--- src/include/timing_cfg_regs.svh ---
// Offsets, field positions, reset values and rate constants of the
// timing-card configuration register slice.
// Assumes an 8-bit processor port with byte-wide registers.
// Overview of operation
// - Bit 2 picks composite or CMOS input 1
// - Diff input format bits stored, no effect
// - Status field shows live select pins, rest zero
// - Select pins captured into control during reset
// - Select pins ignored by control after reset
// - Alternate bit gives synthesizer B 6312 kHz
// - Synthesizer B family picks 2048 or 1544 base
// - Synthesizer A family picks 2048 or 1544 base
// - Family bits load from strap during reset
// - Synthesizer B multiple gives one to eight times
// - Synthesizer A multiple bits 5:4, resets 00
// - Tone bit adds 400 Hz to composite output
// - Frame disable bit removes 8 kHz component
// - Output B code 00 disables, else LVDS
// - Output A code 00 disables, else LVDS
// - Auto bandwidth bit picks locked or automatic
// - Slave strap forces acquisition bandwidth
// - Limit bit freezes integral path at limits
// - Frequency readback held while integral frozen
// - Detector select bit, ignored under test override
`ifndef TIMING_CFG_REGS_SVH
`define TIMING_CFG_REGS_SVH

// Register offsets on the processor port
`define ADDR_INPUT_FORMAT   8'h36
`define ADDR_PORT_STATUS    8'h37
`define ADDR_SYNTH_FAMILY   8'h38
`define ADDR_SYNTH_MULT     8'h39
`define ADDR_OUTPUT_FORMAT  8'h3a
`define ADDR_DPLL_LOOP      8'h3b

// Reset values; family bits of the family register come from the strap
`define RST_INPUT_FORMAT    8'h02
`define RST_SYNTH_FAMILY    8'h1f
`define RST_SYNTH_MULT      8'h08
`define RST_OUTPUT_FORMAT   8'hc6
`define RST_DPLL_LOOP       8'hfb

// Field positions
`define BIT_IN1_FMT         2
`define BIT_DIFF_B_FMT      1
`define BIT_DIFF_A_FMT      0
`define BIT_B_ALT           7
`define BIT_B_FAMILY        6
`define BIT_A_FAMILY        5
`define MSB_B_MULT          7
`define LSB_B_MULT          6
`define MSB_A_MULT          5
`define LSB_A_MULT          4
`define BIT_TONE_EN         5
`define BIT_FRAME_DIS       4
`define MSB_OUT_B           3
`define LSB_OUT_B           2
`define MSB_OUT_A           1
`define LSB_OUT_A           0
`define BIT_AUTO_BW         7
`define BIT_LIMIT_EN        3
`define BIT_PD_SEL          2

// Synthesizer rates in kHz
`define RATE_SONET_KHZ      15'h0608
`define RATE_SDH_KHZ        15'h0800
`define RATE_ALT_KHZ        15'h18a8

`endif

--- src/include/timing_cfg_pkg.sv ---
// Types shared by the timing-card configuration register slice.
// Assumes the constants header supplies all offsets and values.
package timing_cfg_pkg;

    // Bandwidth choice handed to the main loop
    typedef enum logic [0:0] {
        BW_LOCKED = 1'b0,
        BW_ACQ    = 1'b1
    } bandwidth_e;

    // Phase detector kind
    typedef enum logic [0:0] {
        PD_NEAREST = 1'b0,
        PD_PFD     = 1'b1
    } phase_det_e;

    typedef logic [7:0]  byte_t;
    typedef logic [14:0] rate_khz_t;

endpackage

--- src/logic/timing_card_config_regs.sv ---
// Configuration register slice of a timing-card synchronizer: input
// formats, host port select status, synthesizer rates, output enables
// and main loop options.
// Assumes a processor port synchronous to ref_clk; strap and select
// pins are asynchronous and are synchronised here.
`timescale 1ns/1ps
`default_nettype none
`include "timing_cfg_regs.svh"

module timing_card_config_regs (
    input  wire logic                        ref_clk,
    input  wire logic                        resetn,
    input  wire logic [7:0]                  cpu_addr,
    input  wire timing_cfg_pkg::byte_t       cpu_wdata,
    input  wire logic                        cpu_wr_en,
    input  wire logic                        cpu_rd_en,
    output logic      [7:0]                  cpu_rdata,
    input  wire logic [2:0]                  host_port_select_pins,
    input  wire logic                        network_family_strap,
    input  wire logic                        primary_backup_strap,
    input  wire logic                        main_pll_locked,
    input  wire logic                        main_freq_at_limit,
    input  wire logic                        phase_detector_test_override,
    output logic      [2:0]                  host_port_control_reg,
    output logic                             input1_format_sel,
    output logic                             diff_input_b_format,
    output logic                             diff_input_a_format,
    output timing_cfg_pkg::rate_khz_t        synth_a_rate_khz,
    output timing_cfg_pkg::rate_khz_t        synth_b_rate_khz,
    output logic                             composite_out_tone_en,
    output logic                             composite_out_frame_dis,
    output logic                             diff_out_a_en,
    output logic                             diff_out_b_en,
    output timing_cfg_pkg::bandwidth_e       main_bw_sel,
    output logic                             integral_freeze,
    output logic                             current_freq_readback_hold,
    output timing_cfg_pkg::phase_det_e       phase_detector_mode
);
    import timing_cfg_pkg::*;

    // Pin synchronisers; not reset so the strap levels are valid while
    // resetn is low and can be captured then
    logic [2:0] sel_meta_q;
    logic [2:0] sel_sync_q;
    logic       fam_meta_q;
    logic       fam_sync_q;
    logic       prim_meta_q;
    logic       prim_sync_q;

    always_ff @(posedge ref_clk) begin
        sel_meta_q  <= host_port_select_pins;
        sel_sync_q  <= sel_meta_q;
        fam_meta_q  <= network_family_strap;
        fam_sync_q  <= fam_meta_q;
        prim_meta_q <= primary_backup_strap;
        prim_sync_q <= prim_meta_q;
    end

    // Stored registers
    logic [2:0] in_fmt_q;
    byte_t      family_q;
    byte_t      mult_q;
    byte_t      out_fmt_q;
    byte_t      loop_q;
    logic [2:0] port_ctrl_q;
    rate_khz_t  rate_a_q;
    rate_khz_t  rate_b_q;
    rate_khz_t  rate_a_d;
    rate_khz_t  rate_b_d;
    byte_t      rdata_q;
    byte_t      rdata_d;

    // Address decode
    wire hit_in_fmt  = cpu_addr == `ADDR_INPUT_FORMAT;
    wire hit_status  = cpu_addr == `ADDR_PORT_STATUS;
    wire hit_family  = cpu_addr == `ADDR_SYNTH_FAMILY;
    wire hit_mult    = cpu_addr == `ADDR_SYNTH_MULT;
    wire hit_out_fmt = cpu_addr == `ADDR_OUTPUT_FORMAT;
    wire hit_loop    = cpu_addr == `ADDR_DPLL_LOOP;

    wire wr_in_fmt   = cpu_wr_en && hit_in_fmt;
    wire wr_family   = cpu_wr_en && hit_family;
    wire wr_mult     = cpu_wr_en && hit_mult;
    wire wr_out_fmt  = cpu_wr_en && hit_out_fmt;
    wire wr_loop     = cpu_wr_en && hit_loop;

    // Input format bits; the differential ones are storage only
    always_ff @(posedge ref_clk) begin
        if (!resetn) begin
            in_fmt_q <= 3'(`RST_INPUT_FORMAT);
        end else if (wr_in_fmt) begin
            in_fmt_q <= cpu_wdata[2:0];
        end
    end

    // Host port type latches the pins only while reset is low, then
    // holds; later pin changes reach software through status only
    always_ff @(posedge ref_clk) begin
        if (!resetn) begin
            port_ctrl_q <= sel_sync_q;
        end
    end

    // Synthesizer family register; the family bits follow the strap
    // during reset rather than a fixed value
    always_ff @(posedge ref_clk) begin
        if (!resetn) begin
            family_q                <= `RST_SYNTH_FAMILY;
            family_q[`BIT_B_FAMILY] <= fam_sync_q;
            family_q[`BIT_A_FAMILY] <= fam_sync_q;
        end else if (wr_family) begin
            family_q <= cpu_wdata;
        end
    end

    // Remaining configuration bytes, reserved bits kept as written
    always_ff @(posedge ref_clk) begin
        if (!resetn) begin
            mult_q    <= `RST_SYNTH_MULT;
            out_fmt_q <= `RST_OUTPUT_FORMAT;
            loop_q    <= `RST_DPLL_LOOP;
        end else begin
            if (wr_mult) begin
                mult_q <= cpu_wdata;
            end
            if (wr_out_fmt) begin
                out_fmt_q <= cpu_wdata;
            end
            if (wr_loop) begin
                loop_q <= cpu_wdata;
            end
        end
    end

    // Synthesizer rates: family picks the base, multiple shifts it by
    // zero to three places; the alternate bit overrides synthesizer B
    wire [1:0]  mult_a = mult_q[`MSB_A_MULT:`LSB_A_MULT];
    wire [1:0]  mult_b = mult_q[`MSB_B_MULT:`LSB_B_MULT];
    wire        fam_a  = family_q[`BIT_A_FAMILY];
    wire        fam_b  = family_q[`BIT_B_FAMILY];
    wire        alt_b  = family_q[`BIT_B_ALT];
    wire [14:0] base_a = fam_a ? `RATE_SONET_KHZ : `RATE_SDH_KHZ;
    wire [14:0] base_b = fam_b ? `RATE_SONET_KHZ : `RATE_SDH_KHZ;

    always_comb begin
        rate_a_d = base_a << mult_a;
        rate_b_d = alt_b ? `RATE_ALT_KHZ : (base_b << mult_b);
    end

    // Rates are registered so the outputs come from flip-flops
    always_ff @(posedge ref_clk) begin
        if (!resetn) begin
            rate_a_q <= '0;
            rate_b_q <= '0;
        end else begin
            rate_a_q <= rate_a_d;
            rate_b_q <= rate_b_d;
        end
    end

    // Read mux; unmapped offsets read zero, status upper bits zero
    always_comb begin
        rdata_d = 8'h00;
        if (hit_in_fmt) begin
            rdata_d = {5'h00, in_fmt_q};
        end else if (hit_status) begin
            rdata_d = {5'h00, sel_sync_q};
        end else if (hit_family) begin
            rdata_d = family_q;
        end else if (hit_mult) begin
            rdata_d = mult_q;
        end else if (hit_out_fmt) begin
            rdata_d = out_fmt_q;
        end else if (hit_loop) begin
            rdata_d = loop_q;
        end
    end

    // Read data is captured on the read strobe and held after it
    always_ff @(posedge ref_clk) begin
        if (!resetn) begin
            rdata_q <= 8'h00;
        end else if (cpu_rd_en) begin
            rdata_q <= rdata_d;
        end
    end

    // Loop option decode; slave mode ignores the auto bit entirely
    wire auto_bw    = loop_q[`BIT_AUTO_BW];
    wire limit_en   = loop_q[`BIT_LIMIT_EN];
    wire want_acq   = !prim_sync_q || (auto_bw && !main_pll_locked);
    wire freeze_now = limit_en && main_freq_at_limit;

    // Output assignments
    assign cpu_rdata                  = rdata_q;
    assign host_port_control_reg      = port_ctrl_q;
    assign input1_format_sel          = in_fmt_q[`BIT_IN1_FMT];
    assign diff_input_b_format        = in_fmt_q[`BIT_DIFF_B_FMT];
    assign diff_input_a_format        = in_fmt_q[`BIT_DIFF_A_FMT];
    assign synth_a_rate_khz           = rate_a_q;
    assign synth_b_rate_khz           = rate_b_q;
    assign composite_out_tone_en      = out_fmt_q[`BIT_TONE_EN];
    assign composite_out_frame_dis    = out_fmt_q[`BIT_FRAME_DIS];
    assign diff_out_b_en              = |out_fmt_q[`MSB_OUT_B:`LSB_OUT_B];
    assign diff_out_a_en              = |out_fmt_q[`MSB_OUT_A:`LSB_OUT_A];
    assign main_bw_sel                = want_acq ? BW_ACQ : BW_LOCKED;
    assign integral_freeze            = freeze_now;
    // Readback hold tracks the freeze so software sees the frozen value
    assign current_freq_readback_hold = freeze_now;
    // Test override wins over the select bit
    assign phase_detector_mode        = (!phase_detector_test_override
                                         && loop_q[`BIT_PD_SEL])
                                        ? PD_PFD : PD_NEAREST;
endmodule
`default_nettype wire

--- config.mk ---
export PLATFORM = sky130hd
export DESIGN_NAME = timing_card_config_regs
export DESIGN_NICKNAME = d
export VERILOG_FILES = /design/src/include/timing_cfg_pkg.sv /design/src/logic/timing_card_config_regs.sv
export VERILOG_INCLUDE_DIRS = /design/src /design/src/include
export SDC_FILE = /design/constraint.sdc
export NUM_CORES = 1
export LEC_CHECK = 0
export ABC_AREA = 0
export BUFFER_PORTS_ARGS = -buffer_cell sky130_fd_sc_hd__buf_2
export CAP_MARGIN = 20
export CORE_UTILIZATION = 52
export DETAILED_ROUTE_END_ITERATION = 8
export GPL_ROUTABILITY_DRIVEN = 0
export GPL_TIMING_DRIVEN = 1
export PLACE_DENSITY_LB_ADDON = 0.12
export SYNTH_ARGS = -nofsm -noshare
export SYNTH_HDL_FRONTEND = slang
export SYNTH_SLANG_ARGS = --single-unit
--- constraint.sdc ---
create_clock -name ref_clk -period 2.1 [get_ports ref_clk]
set_clock_uncertainty 0.2 [all_clocks]
set_input_delay 0.42 -clock ref_clk [delete_from_list [all_inputs] [get_ports ref_clk]]
set_output_delay 0.42 -clock ref_clk [all_outputs]
set_load 0.1 [all_outputs]
# == Word-level counts from Yosys, hierarchy flattened ==
# Cells that the tools add are included.
# op_classes
mux,13
n_eq_ne,7
shift,2
n_bitwise,1
n_reduce_logical,15
# op_table
operator,count
"8-bit by 6-bit equality test with 1-bit output, second input constant",6
8-bit two-way mux,6
12-bit by 2-bit left shift with 15-bit output,2
12-bit two-way mux,2
7-bit two-way mux,2
13-bit two-way mux,1
1-bit logical AND,8
2-bit OR reduction,3
1-bit logical NOT,3
1-bit two-way mux,2
"2-bit by 1-bit != test with 1-bit output, second input constant",1
1-bit logical OR,1
1-bit NOT,1
# word_totals
wordCells,55
input_bits,28
reg_bits,86
out_inout_bits,52

# == Depth between registers and ports, before layout ==
# Gate-level depths: netlist of run 1.
# depth
word_depth,7
mapped_depth,6
depth_no_buf,4

# == Worst setup path after synthesis of run 1 ==
# Ideal clock, no wire load.
# synth_timing
kind,in2out
from,input port main_pll_locked
to,output port main_bw_sel
setup_slack_ns,-1.042
n_path_buf,0
t_required_ns,1.480
cell_stages,1
t_arrival_ns,2.522
path_cell_list,o21ai_0
# synth_via
elab_chain_len,4
# synth_lines
element,line,source
"start, declared",timing_card_config_regs.sv:21,"input wire logic main_pll_locked,"
1-bit logical NOT,timing_card_config_regs.sv:191,wire want_acq = !prim_sync_q || (auto_bw && !main_pll_locked);
1-bit logical AND,timing_card_config_regs.sv:191,
1-bit logical OR,timing_card_config_regs.sv:191,
1-bit two-way mux,timing_card_config_regs.sv:206,assign main_bw_sel = want_acq ? BW_ACQ : BW_LOCKED;
"end, declared",timing_card_config_regs.sv:34,"output timing_cfg_pkg::bandwidth_e main_bw_sel,"
# No other way between the ends.

# == Final worst setup path of run 1 ==
# layout_timing
from,register loop_q[7]
to,output port main_bw_sel
# layout_via
elab_chain_len,3
# layout_lines
element,line,source
"start, declared",timing_card_config_regs.sv:64,byte_t loop_q;
"start signal, assigned",timing_card_config_regs.sv:121,loop_q <= `RST_DPLL_LOOP;
"start signal, assigned",timing_card_config_regs.sv:130,loop_q <= cpu_wdata;
1-bit logical AND,timing_card_config_regs.sv:191,
1-bit logical OR,timing_card_config_regs.sv:191,
1-bit two-way mux,timing_card_config_regs.sv:206,
# No other way between the ends.

==> results of run 1 <==
==> routing by layer <==
metal,vias to the layer above,GRT usage (%)
met1,1118,28.1
met5,-,0
met4,0,11.5
met3,9,4.82
li1,1169,-
met2,67,36.2
==> report_power, final <==
group,internal (W),switching (W)
Clock,0.000549,0.000527
Combinational,0.0000749,0.000275
Sequential,0.00148,0.00000941
==> per-stage QoR <==
stage / total power, W / std cells / worst slack, ps
after floorplan: 0.00180 / 304 / 124
after global placement: 0.00186 / 437 / 88.6
after detailed placement: 0.00187 / 437 / 78.7
after CTS: 0.00293 / 458 / 152
after global routing: 0.00301 / 458 / 99.1
final: 0.00292 / 458 / 171
==> logic make-up (layout without fill, tap and decap cells) <==
group | after synthesis | in the layout | synth area share (%)
fa+ha+maj | 6 | 6 | 2.50
buf+inv | 31 | 113 | 5.59
simple gates | 110 | 110 | 18.6
mux | 42 | 42 | 14.4
flops | 76 | 76 | 52.4
compound gates | 30 | 30 | 6.34
other cells | 1 | 9 | 0.125
==> layout by cell type, fill, tap and decap left out, drive strengths merged <==
master        n
buf          85
dfxtp        71
mux2i        41
nand2        36
nor2         36
o21ai        11
clkbuf       10
conb          9
o31ai         8
and3          7
inv           6
ha            6
edfxtp        5
dlygate4sd3   5
nor2b         5
nor3          5
clkinv        5
nand2b        4
a21oi         4
nor4b         3
nand3         3
o211ai        3
and2          3
a31o          2
or2           2
nand3b        2
nor4          2
and4bb        1
nand4bb       1
o22ai         1
mux4          1
a2111oi       1
bufinv        1
clkinvlp      1
==> path summary, 6_finish.rpt <==
| kind | start | endpoint | slack [ps] | depth (start not counted) |
|---|---|---|---|---|
| worst min-delay path | sel_meta_q[0] | sel_sync_q[0] | 140 | 0 |
| worst max register to register | mult_q[6] | synth_b_rate_khz[11] | 720 | 4 |
| worst min register to register | sel_meta_q[0] | sel_sync_q[0] | 140 | 0 |
| worst max-delay path | loop_q[7] | main_bw_sel | 170 | 3 |
==> cells in the mapped netlist <==
cell        n
a21oi_1     4
nor4b_1     3
o31ai_1     8
o211ai_1    3
clkbuf_1   10
nor3_1      3
clkinv_1    1
a2111oi_0   1
and2_1      3
nand3_1     3
a31o_2      2
nor4_1      1
o22ai_1     1
or2_2       2
nand2_1    36
nor4_4      1
buf_6       1
mux4_2      1
and3_1      7
conb_1      1
nand3b_1    2
nor2_1     36
edfxtp_1    5
dfxtp_1    71
inv_1       6
nand4bb_1   1
nor3_4      2
nor2b_1     5
ha_1        6
mux2i_1    41
buf_2       2
o21ai_0    11
buf_4      11
and4bb_2    1
nand2b_1    4
==> final cells by class <==
class,instances,area (µm²)
Timing Repair Buffer,90,526
Inverter,7,26.3
Clock inverter,6,65.1
Multi-Input combinational cell,197,1300
Tap cell,72,90.1
Clock buffer,10,128
Sequential cell,76,1570
Fill cell,495,1840
==> timing repair <==
item | 4_1_cts | 5_1_grt
hold buffers | 5 | 0
endpoints found under the hold margin | 5 | 0
setup endpoints to repair | 0 | 0
==> worst max-delay path, stage by stage (launching register included) <==
cell     delay [ps]
dfxtp_1         350
inv_1            70
o21ai_2         120
buf_2           430
==> results.sh, run 1 <==
export IMPL_cts_buffer_depth=2
export IMPL_finalHoldViolCount=0
export IMPL_cts_resized=0
export IMPL_clk_pin_slew_ps=80
export IMPL_final_area_mm2=0.00370
export IMPL_clkSinkCount=76
export IMPL_synthCells=296
export IMPL_n_antenna_cell=0
export IMPL_outcome="finished clean"
export IMPL_synth_cell_types=35
export IMPL_wl_met3_um=314
export IMPL_grt_pass1_vias=2206
export IMPL_dp_hpwl_um=4450
export IMPL_path_class="reg2out"
export IMPL_vias=2363
export IMPL_synth_area_top_cells="dfxtp_1 47%, mux2i_1 14%, edfxtp_1 5.0%, nand2_1 4.5%, nor2_1 4.5%"
export IMPL_numCtsBuffers=9
export IMPL_syn_to_final_growth_pct=23.5
export IMPL_drt_met1_wl_um=2920
export IMPL_drt_wl_total_um=6290
export IMPL_finalMaxSlewViolations=0
export IMPL_worst_ep_arrival_time_ps=1310
export IMPL_viasPerCell=5.16
export IMPL_cp_end_kind="output pin"
export IMPL_drive_gt1_share_pct=29.0
export IMPL_peakVddDrop_mv=0.479
export IMPL_io_buffers=70
export IMPL_cts_htree_levels=3
export IMPL_finalSetupViolCount=0
export IMPL_grt_max_degree=22
export IMPL_io_pins=80
export IMPL_max_freq_ghz=0.518
export IMPL_post_drt_wl_per_cell_um=13.7
export IMPL_drc_errors=0
export IMPL_final_net_count=415
export IMPL_grt_overflow=0
export IMPL_whs_ps=135
export IMPL_timing_max_cap_violations=0
export IMPL_met2WireLength_um=2970
export IMPL_die_h_um=77.9
export IMPL_rows=27
export IMPL_yosys_area_top_type_share_pct=47.4
export IMPL_setup_tns_ps=0
export IMPL_die_w_um=77.9
export IMPL_powerDensity_mw_per_mm2=788
export IMPL_hold_path_class="reg2reg"
export IMPL_antenna_found_initial=0
export IMPL_drt_initial_drc_count=101
export IMPL_clk_latency_ps=340
export IMPL_cts_root_buf="clkbuf_8"
export IMPL_cp_max_fo=2
export IMPL_largest_reg_flops=11
export IMPL_fin_crit_sh_pct=91.9
export IMPL_synth_area_mm2=0.00300
export IMPL_yosys_area_top_type="dfxtp_1"
export IMPL_top_layer_used="met4"
export IMPL_required_ps=1480
export IMPL_rsz0062_at_grt="false"
export IMPL_yosys_warnings=0
export IMPL_ys_ff_latch=76
export IMPL_utilization_pct=66.8
export IMPL_drt_pass1_iterations=5
export IMPL_post_cts_buffers=0
export IMPL_tritoncts="built"
export IMPL_grt_util_all_layers_pct=22.4
export IMPL_dpl_cell_area_mm2=0.00346
export IMPL_post_route_min_period_ps=1930
export IMPL_dieArea_mm2=0.00607
export IMPL_initial_core_util_pct=54.1
export IMPL_core_area_mm2=0.00554
export IMPL_ant_nets=0
export IMPL_synth_avg_cell_area_um2=10.1
export IMPL_seq_area_frac_synth_pct=52.4
export IMPL_grt_pass1_wl_um=10200
export IMPL_p_leak_nw=1.65
export IMPL_start_kind="flip-flop"
No activity file was read; power rests on OpenSTA's default activity.
==> run 2: changes to the inputs <==
--- a/config.mk
+++ b/config.mk
@@ -9,7 +9,7 @@
 export ABC_AREA = 0
 export BUFFER_PORTS_ARGS = -buffer_cell sky130_fd_sc_hd__buf_2
 export CAP_MARGIN = 20
-export CORE_UTILIZATION = 52
+export CORE_UTILIZATION = 35
 export DETAILED_ROUTE_END_ITERATION = 8
 export GPL_ROUTABILITY_DRIVEN = 0
 export GPL_TIMING_DRIVEN = 1
==> run 2 against run 1 <==
  * Wire length increased by 13%
  * Clock power increased by 6%
  * Die area increased by 47%
  * Register-to-register slack got worse by 30 ps
  * Fmax increased by 0.84%
  * Worst hold slack got worse by 2.9 ps
  * Non-clock buffer count increased by 2
  * First-iteration DRC count increased by 11%
  * Sequential power about the same
  * Cell count increased by 7.6%
  * Sequential share of layout area decreased by 0.99 points
  * Cell area increased by 2.4%
==> results.sh, run 2 (synthesis results as in run 1) <==
export IMPL_initial_core_util_pct=36.3
export IMPL_worst_ep_arrival_time_ps=1290
export IMPL_hold_path_class="reg2reg"
export IMPL_cp_end_kind="output pin"
export IMPL_finalMaxSlewViolations=0
export IMPL_fin_cells=493
export IMPL_drc_errors=0
export IMPL_clk_latency_ps=350
export IMPL_required_ps=1480
export IMPL_viasPerCell=4.71
export IMPL_clkSinkCount=76
export IMPL_cts_htree_levels=3
export IMPL_power_total_w=0.00299
export IMPL_n_fill_cell=855
export IMPL_pwr_share_seq_pct=49.9
export IMPL_rows=33
export IMPL_antenna_found_initial=0
export IMPL_p_int_w=0.00212
export IMPL_grt_pass1_vias=2092
export IMPL_io_pins=80
export IMPL_drive_gt1_share_pct=29.4
export IMPL_die_h_um=94.6
export IMPL_netSwitchingPower_w=0.000869
export IMPL_dieArea_mm2=0.00894
export IMPL_fin_crit_sh_pct=91.1
export IMPL_cts_root_buf="clkbuf_8"
export IMPL_ant_nets=0
export IMPL_timing_max_cap_violations=0
export IMPL_syn_to_final_growth_pct=26.5
export IMPL_final_net_count=417
export IMPL_n_antenna_cell=0
export IMPL_dpl_cell_area_mm2=0.00354
export IMPL_share_clk_of_total_power_pct=38.3
export IMPL_finalSetupViolCount=0
export IMPL_path_class="reg2out"
export IMPL_place_inst=472
export IMPL_largest_reg_flops=11
export IMPL_clk_pin_slew_ps=80
export IMPL_outcome="finished clean"
export IMPL_cts_buffer_depth=2
export IMPL_grt_max_degree=19
export IMPL_core_area_mm2=0.00826
export IMPL_p_leak_nw=1.67
export IMPL_rsz0062_at_grt="false"
export IMPL_setup_tns_ps=0
export IMPL_utilization_pct=45.9
export IMPL_drt_wl_total_um=7110
export IMPL_post_drt_wl_per_cell_um=14.4
export IMPL_p_sw_share_pct=29.1
export IMPL_powerDensity_mw_per_mm2=789
export IMPL_drt_initial_drc_count=112
export IMPL_io_buffers=70
export IMPL_final_area_mm2=0.00379
export IMPL_drt_pass1_iterations=4
export IMPL_mostFrequentLayoutCells="71 x dfxtp_1, 70 x buf_2, 41 x mux2i_1, 36 x nand2_1, 36 x nor2_1"
export IMPL_pwr_share_comb_pct=11.9
export IMPL_finalHoldViolCount=0
export IMPL_layout_commonest_cell="dfxtp_1"
export IMPL_tritoncts="built"
export IMPL_peakVddDrop_mv=0.375
export IMPL_dp_hpwl_um=5140
export IMPL_numCtsBuffers=9
export IMPL_die_w_um=94.6
export IMPL_grt_util_all_layers_pct=16.7
export IMPL_grt_pass1_wl_um=10900
export IMPL_post_route_min_period_ps=1910
export IMPL_max_freq_ghz=0.523
export IMPL_cp_max_fo=2
export IMPL_grt_overflow=0
export IMPL_start_kind="flip-flop"
export IMPL_vias=2320
==> run 2: changes by cell type in the layout (fill, tap and decap cells not counted), sizes merged <==
cell | before | now
clkinv | 5 | 4
clkinvlp | 1 | 0
buf | 85 | 87
inv | 6 | 8
==> run 2: power groups by stage <==
stage	Clock, W	Sequential [W]	Combinational (W)
floorplan	0	0.00161	0.000194
detailed placement	0	0.00153	0.000349
global placement	0	0.00152	0.000349
global route	0.00123	0.00149	0.000374
CTS	0.00117	0.00149	0.000357
finish	0.00114	0.00149	0.000355
==> run 2: stage by stage <==
step | hold WS [ps] | setup slack, ps
floorplan | 110 | 124
global placement | 110 | 75.2
detailed placement | 115 | 37.0
CTS | 130 | 162
global route | 139 | 96.7
finish | 132 | 187
==> run 2: repair_timing <==
item / in CTS / in global routing
buffers inserted: 0 / 0
hold buffers: 5 / 0
gates resized for setup: 0 / 0
endpoints found under the hold margin: 5 / 0
==> run 2: worst paths after layout <==
path / startpoint / end / slack (ps) / cells after the start
worst max-delay path: loop_q[7] / main_bw_sel / 190 / 3
worst min-delay path: prim_meta_q / prim_sync_q / 130 / 0
worst max register to register: family_q[6] / synth_b_rate_khz[11] / 690 / 3
worst min register to register: prim_meta_q / prim_sync_q / 130 / 0
==> run 2: final cells by class <==
| cell class | count | area, µm² | area share, % |
|---|---|---|---|
| multi-input combinational | 197 | 1300 | 34.2 |
| clock buffer | 10 | 128 | 3.37 |
| tap | 105 | 131 | 3.47 |
| clock inverter | 6 | 72.6 | 1.91 |
| inverter | 7 | 26.3 | 0.693 |
| timing repair buffer | 92 | 566 | 14.9 |
| sequential | 76 | 1570 | 41.5 |
==> run 2: worst max-delay path, stage by stage, from the launching register on <==
cell     delay (ps)
dfxtp_1         340
inv_1            70
o21ai_2         120
buf_2           430
==> run 2: per-layer routing <==
layer,routed length [µm],track usage (%),up-vias
li1,-,-,1171
met1,3460,22.6,1087
met2,3250,24.7,55
met3,294,4.19,7
met4,102,8.33,0
met5,0,0,-
==> run 3: changes to the inputs <==
--- a/config.mk
+++ b/config.mk
@@ -9,7 +9,8 @@
 export ABC_AREA = 0
 export BUFFER_PORTS_ARGS = -buffer_cell sky130_fd_sc_hd__buf_2
 export CAP_MARGIN = 20
-export CORE_UTILIZATION = 35
+export CORE_ASPECT_RATIO = 1.1
+export CORE_UTILIZATION = 52
 export DETAILED_ROUTE_END_ITERATION = 8
 export GPL_ROUTABILITY_DRIVEN = 0
 export GPL_TIMING_DRIVEN = 1
==> run 3 against run 2 <==
  * Sequential share of layout area increased by 0.85 points
  * Sequential power about the same
  * Flip-flop and latch count unchanged
==> results.sh, run 3 (synthesis results as in run 1) <==
export IMPL_clk_latency_ps=350
export IMPL_grt_util_all_layers_pct=23.5
export IMPL_clkSinkCount=76
export IMPL_grt_pass1_wl_um=10400
export IMPL_start_kind="flip-flop"
export IMPL_finalHoldViolCount=0
export IMPL_outcome="finished clean"
export IMPL_cts_buffer_depth=2
export IMPL_die_h_um=81.6
export IMPL_finalSetupViolCount=0
export IMPL_final_net_count=414
export IMPL_core_area_mm2=0.00547
export IMPL_fin_crit_sh_pct=92.0
export IMPL_cts_resized=0
export IMPL_cts_htree_levels=3
export IMPL_worstMarginPinSlew_ps=546
export IMPL_die_w_um=74.4
export IMPL_viasPerCell=5.03
export IMPL_cp_slowest_cell="buf_2"
export IMPL_timing_max_cap_violations=0
export IMPL_cp_end_kind="output pin"
export IMPL_cpPeakStageDelay_ps=430
export IMPL_final_area_mm2=0.00371
export IMPL_layout_commonest_cell="dfxtp_1"
export IMPL_ant_nets=0
export IMPL_grt_max_degree=21
export IMPL_netSwitchingPower_w=0.000800
export IMPL_post_drt_wl_per_cell_um=14.1
export IMPL_dpl_cell_area_mm2=0.00347
export IMPL_grt_overflow=0
export IMPL_pwr_share_comb_pct=12.1
export IMPL_cp_cell_sequence="inv_1, o21ai_2, buf_2"
export IMPL_cp_max_fo=2
export IMPL_whs_ps=128
export IMPL_numCtsBuffers=9
export IMPL_share_clk_of_total_power_pct=36.8
export IMPL_syn_to_final_growth_pct=23.9
export IMPL_p_int_w=0.00212
export IMPL_worst_ep_arrival_time_ps=1310
export IMPL_peakVddDrop_mv=0.517
export IMPL_grt_pass1_vias=2166
export IMPL_pwr_share_seq_pct=51.1
export IMPL_drt_initial_drc_count=128
export IMPL_initial_core_util_pct=54.9
export IMPL_io_pins=80
export IMPL_drive_gt1_share_pct=28.6
export IMPL_hold_path_class="reg2reg"
export IMPL_p_sw_share_pct=27.4
export IMPL_drt_pass1_iterations=4
export IMPL_max_freq_ghz=0.517
export IMPL_tritoncts="built"
export IMPL_p_leak_nw=1.65
export IMPL_finalMaxSlewViolations=0
export IMPL_setup_tns_ps=0
export IMPL_clk_pin_slew_ps=80
export IMPL_rows=28
export IMPL_path_class="reg2out"
export IMPL_max_slew_margin_pct=63.1
export IMPL_utilization_pct=68.0
export IMPL_powerDensity_mw_per_mm2=785
export IMPL_dieArea_mm2=0.00607
export IMPL_largest_reg_flops=11
export IMPL_dp_hpwl_um=4400
export IMPL_io_buffers=70
export IMPL_vias=2307
export IMPL_rsz0062_at_grt="false"
export IMPL_cts_root_buf="clkbuf_8"
export IMPL_drc_errors=0
export IMPL_antenna_found_initial=0
export IMPL_drt_wl_total_um=6480
export IMPL_post_route_min_period_ps=1930
export IMPL_mostFrequentLayoutCells="71 x dfxtp_1, 70 x buf_2, 41 x mux2i_1, 36 x nand2_1, 36 x nor2_1"
export IMPL_n_antenna_cell=0
export IMPL_required_ps=1480
==> run 3: metal layers <==
layer  track usage (%)  share of wire (%)  routed length [µm]  vias up
li1                  -                  -                   -     1161
met1              29.2                 43                2800     1052
met2              38.5                 49                3190       81
met3              4.17                5.1                 329       13
met4              13.0                2.3                 148        0
met5                 0                  0                   0        -
==> run 3: cell type report <==
cell class / instances / area, µm²
repair buffers: 89 / 531
clock inverters: 2 / 16.3
well taps: 75 / 93.8
clock buffers: 13 / 180
inverters: 7 / 26.3
flip-flops and latches: 76 / 1570
multi-input cells: 197 / 1300
fillers: 466 / 1750
==> run 3: power by group through the flow <==
| stage | combinational [W] | clock (W) | sequential [W] |
|---|---|---|---|
| finish | 0.000352 | 0.00107 | 0.00149 |
| global route | 0.000370 | 0.00116 | 0.00149 |
| CTS | 0.000352 | 0.00109 | 0.00149 |
| detailed placement | 0.000344 | 0 | 0.00152 |
| global placement | 0.000342 | 0 | 0.00152 |
| floorplan | 0.000194 | 0 | 0.00161 |
==> run 3: worst max-delay path: cells and delay by family (launching register included) <==
family | cells | cell delay [ps]
buffers and inverters | 2 | 510
DFF | 1 | 340
AOI/OAI and AO/OA | 1 | 120
==> run 3: path summary, 6_finish.rpt <==
kind	to	start	slack (ps)	cells after the start
setup reg to reg	synth_b_rate_khz[11]	family_q[6]	690	3
hold / removal	fam_sync_q	fam_meta_q	130	0
hold reg to reg	fam_sync_q	fam_meta_q	130	0
setup / recovery	main_bw_sel	loop_q[7]	170	3
==> run 3: repair_timing <==
action                    CTS  global route
buffers inserted            0             0
hold endpoints to repair    5             0
hold buffers                5             0
==> run 3: through the flow <==
step	cells	total power [W]	setup WS, ps
floorplan	304	0.00180	124
global placement	439	0.00187	151
detailed placement	439	0.00187	108
CTS	459	0.00293	146
global route	459	0.00303	115
finish	459	0.00292	167
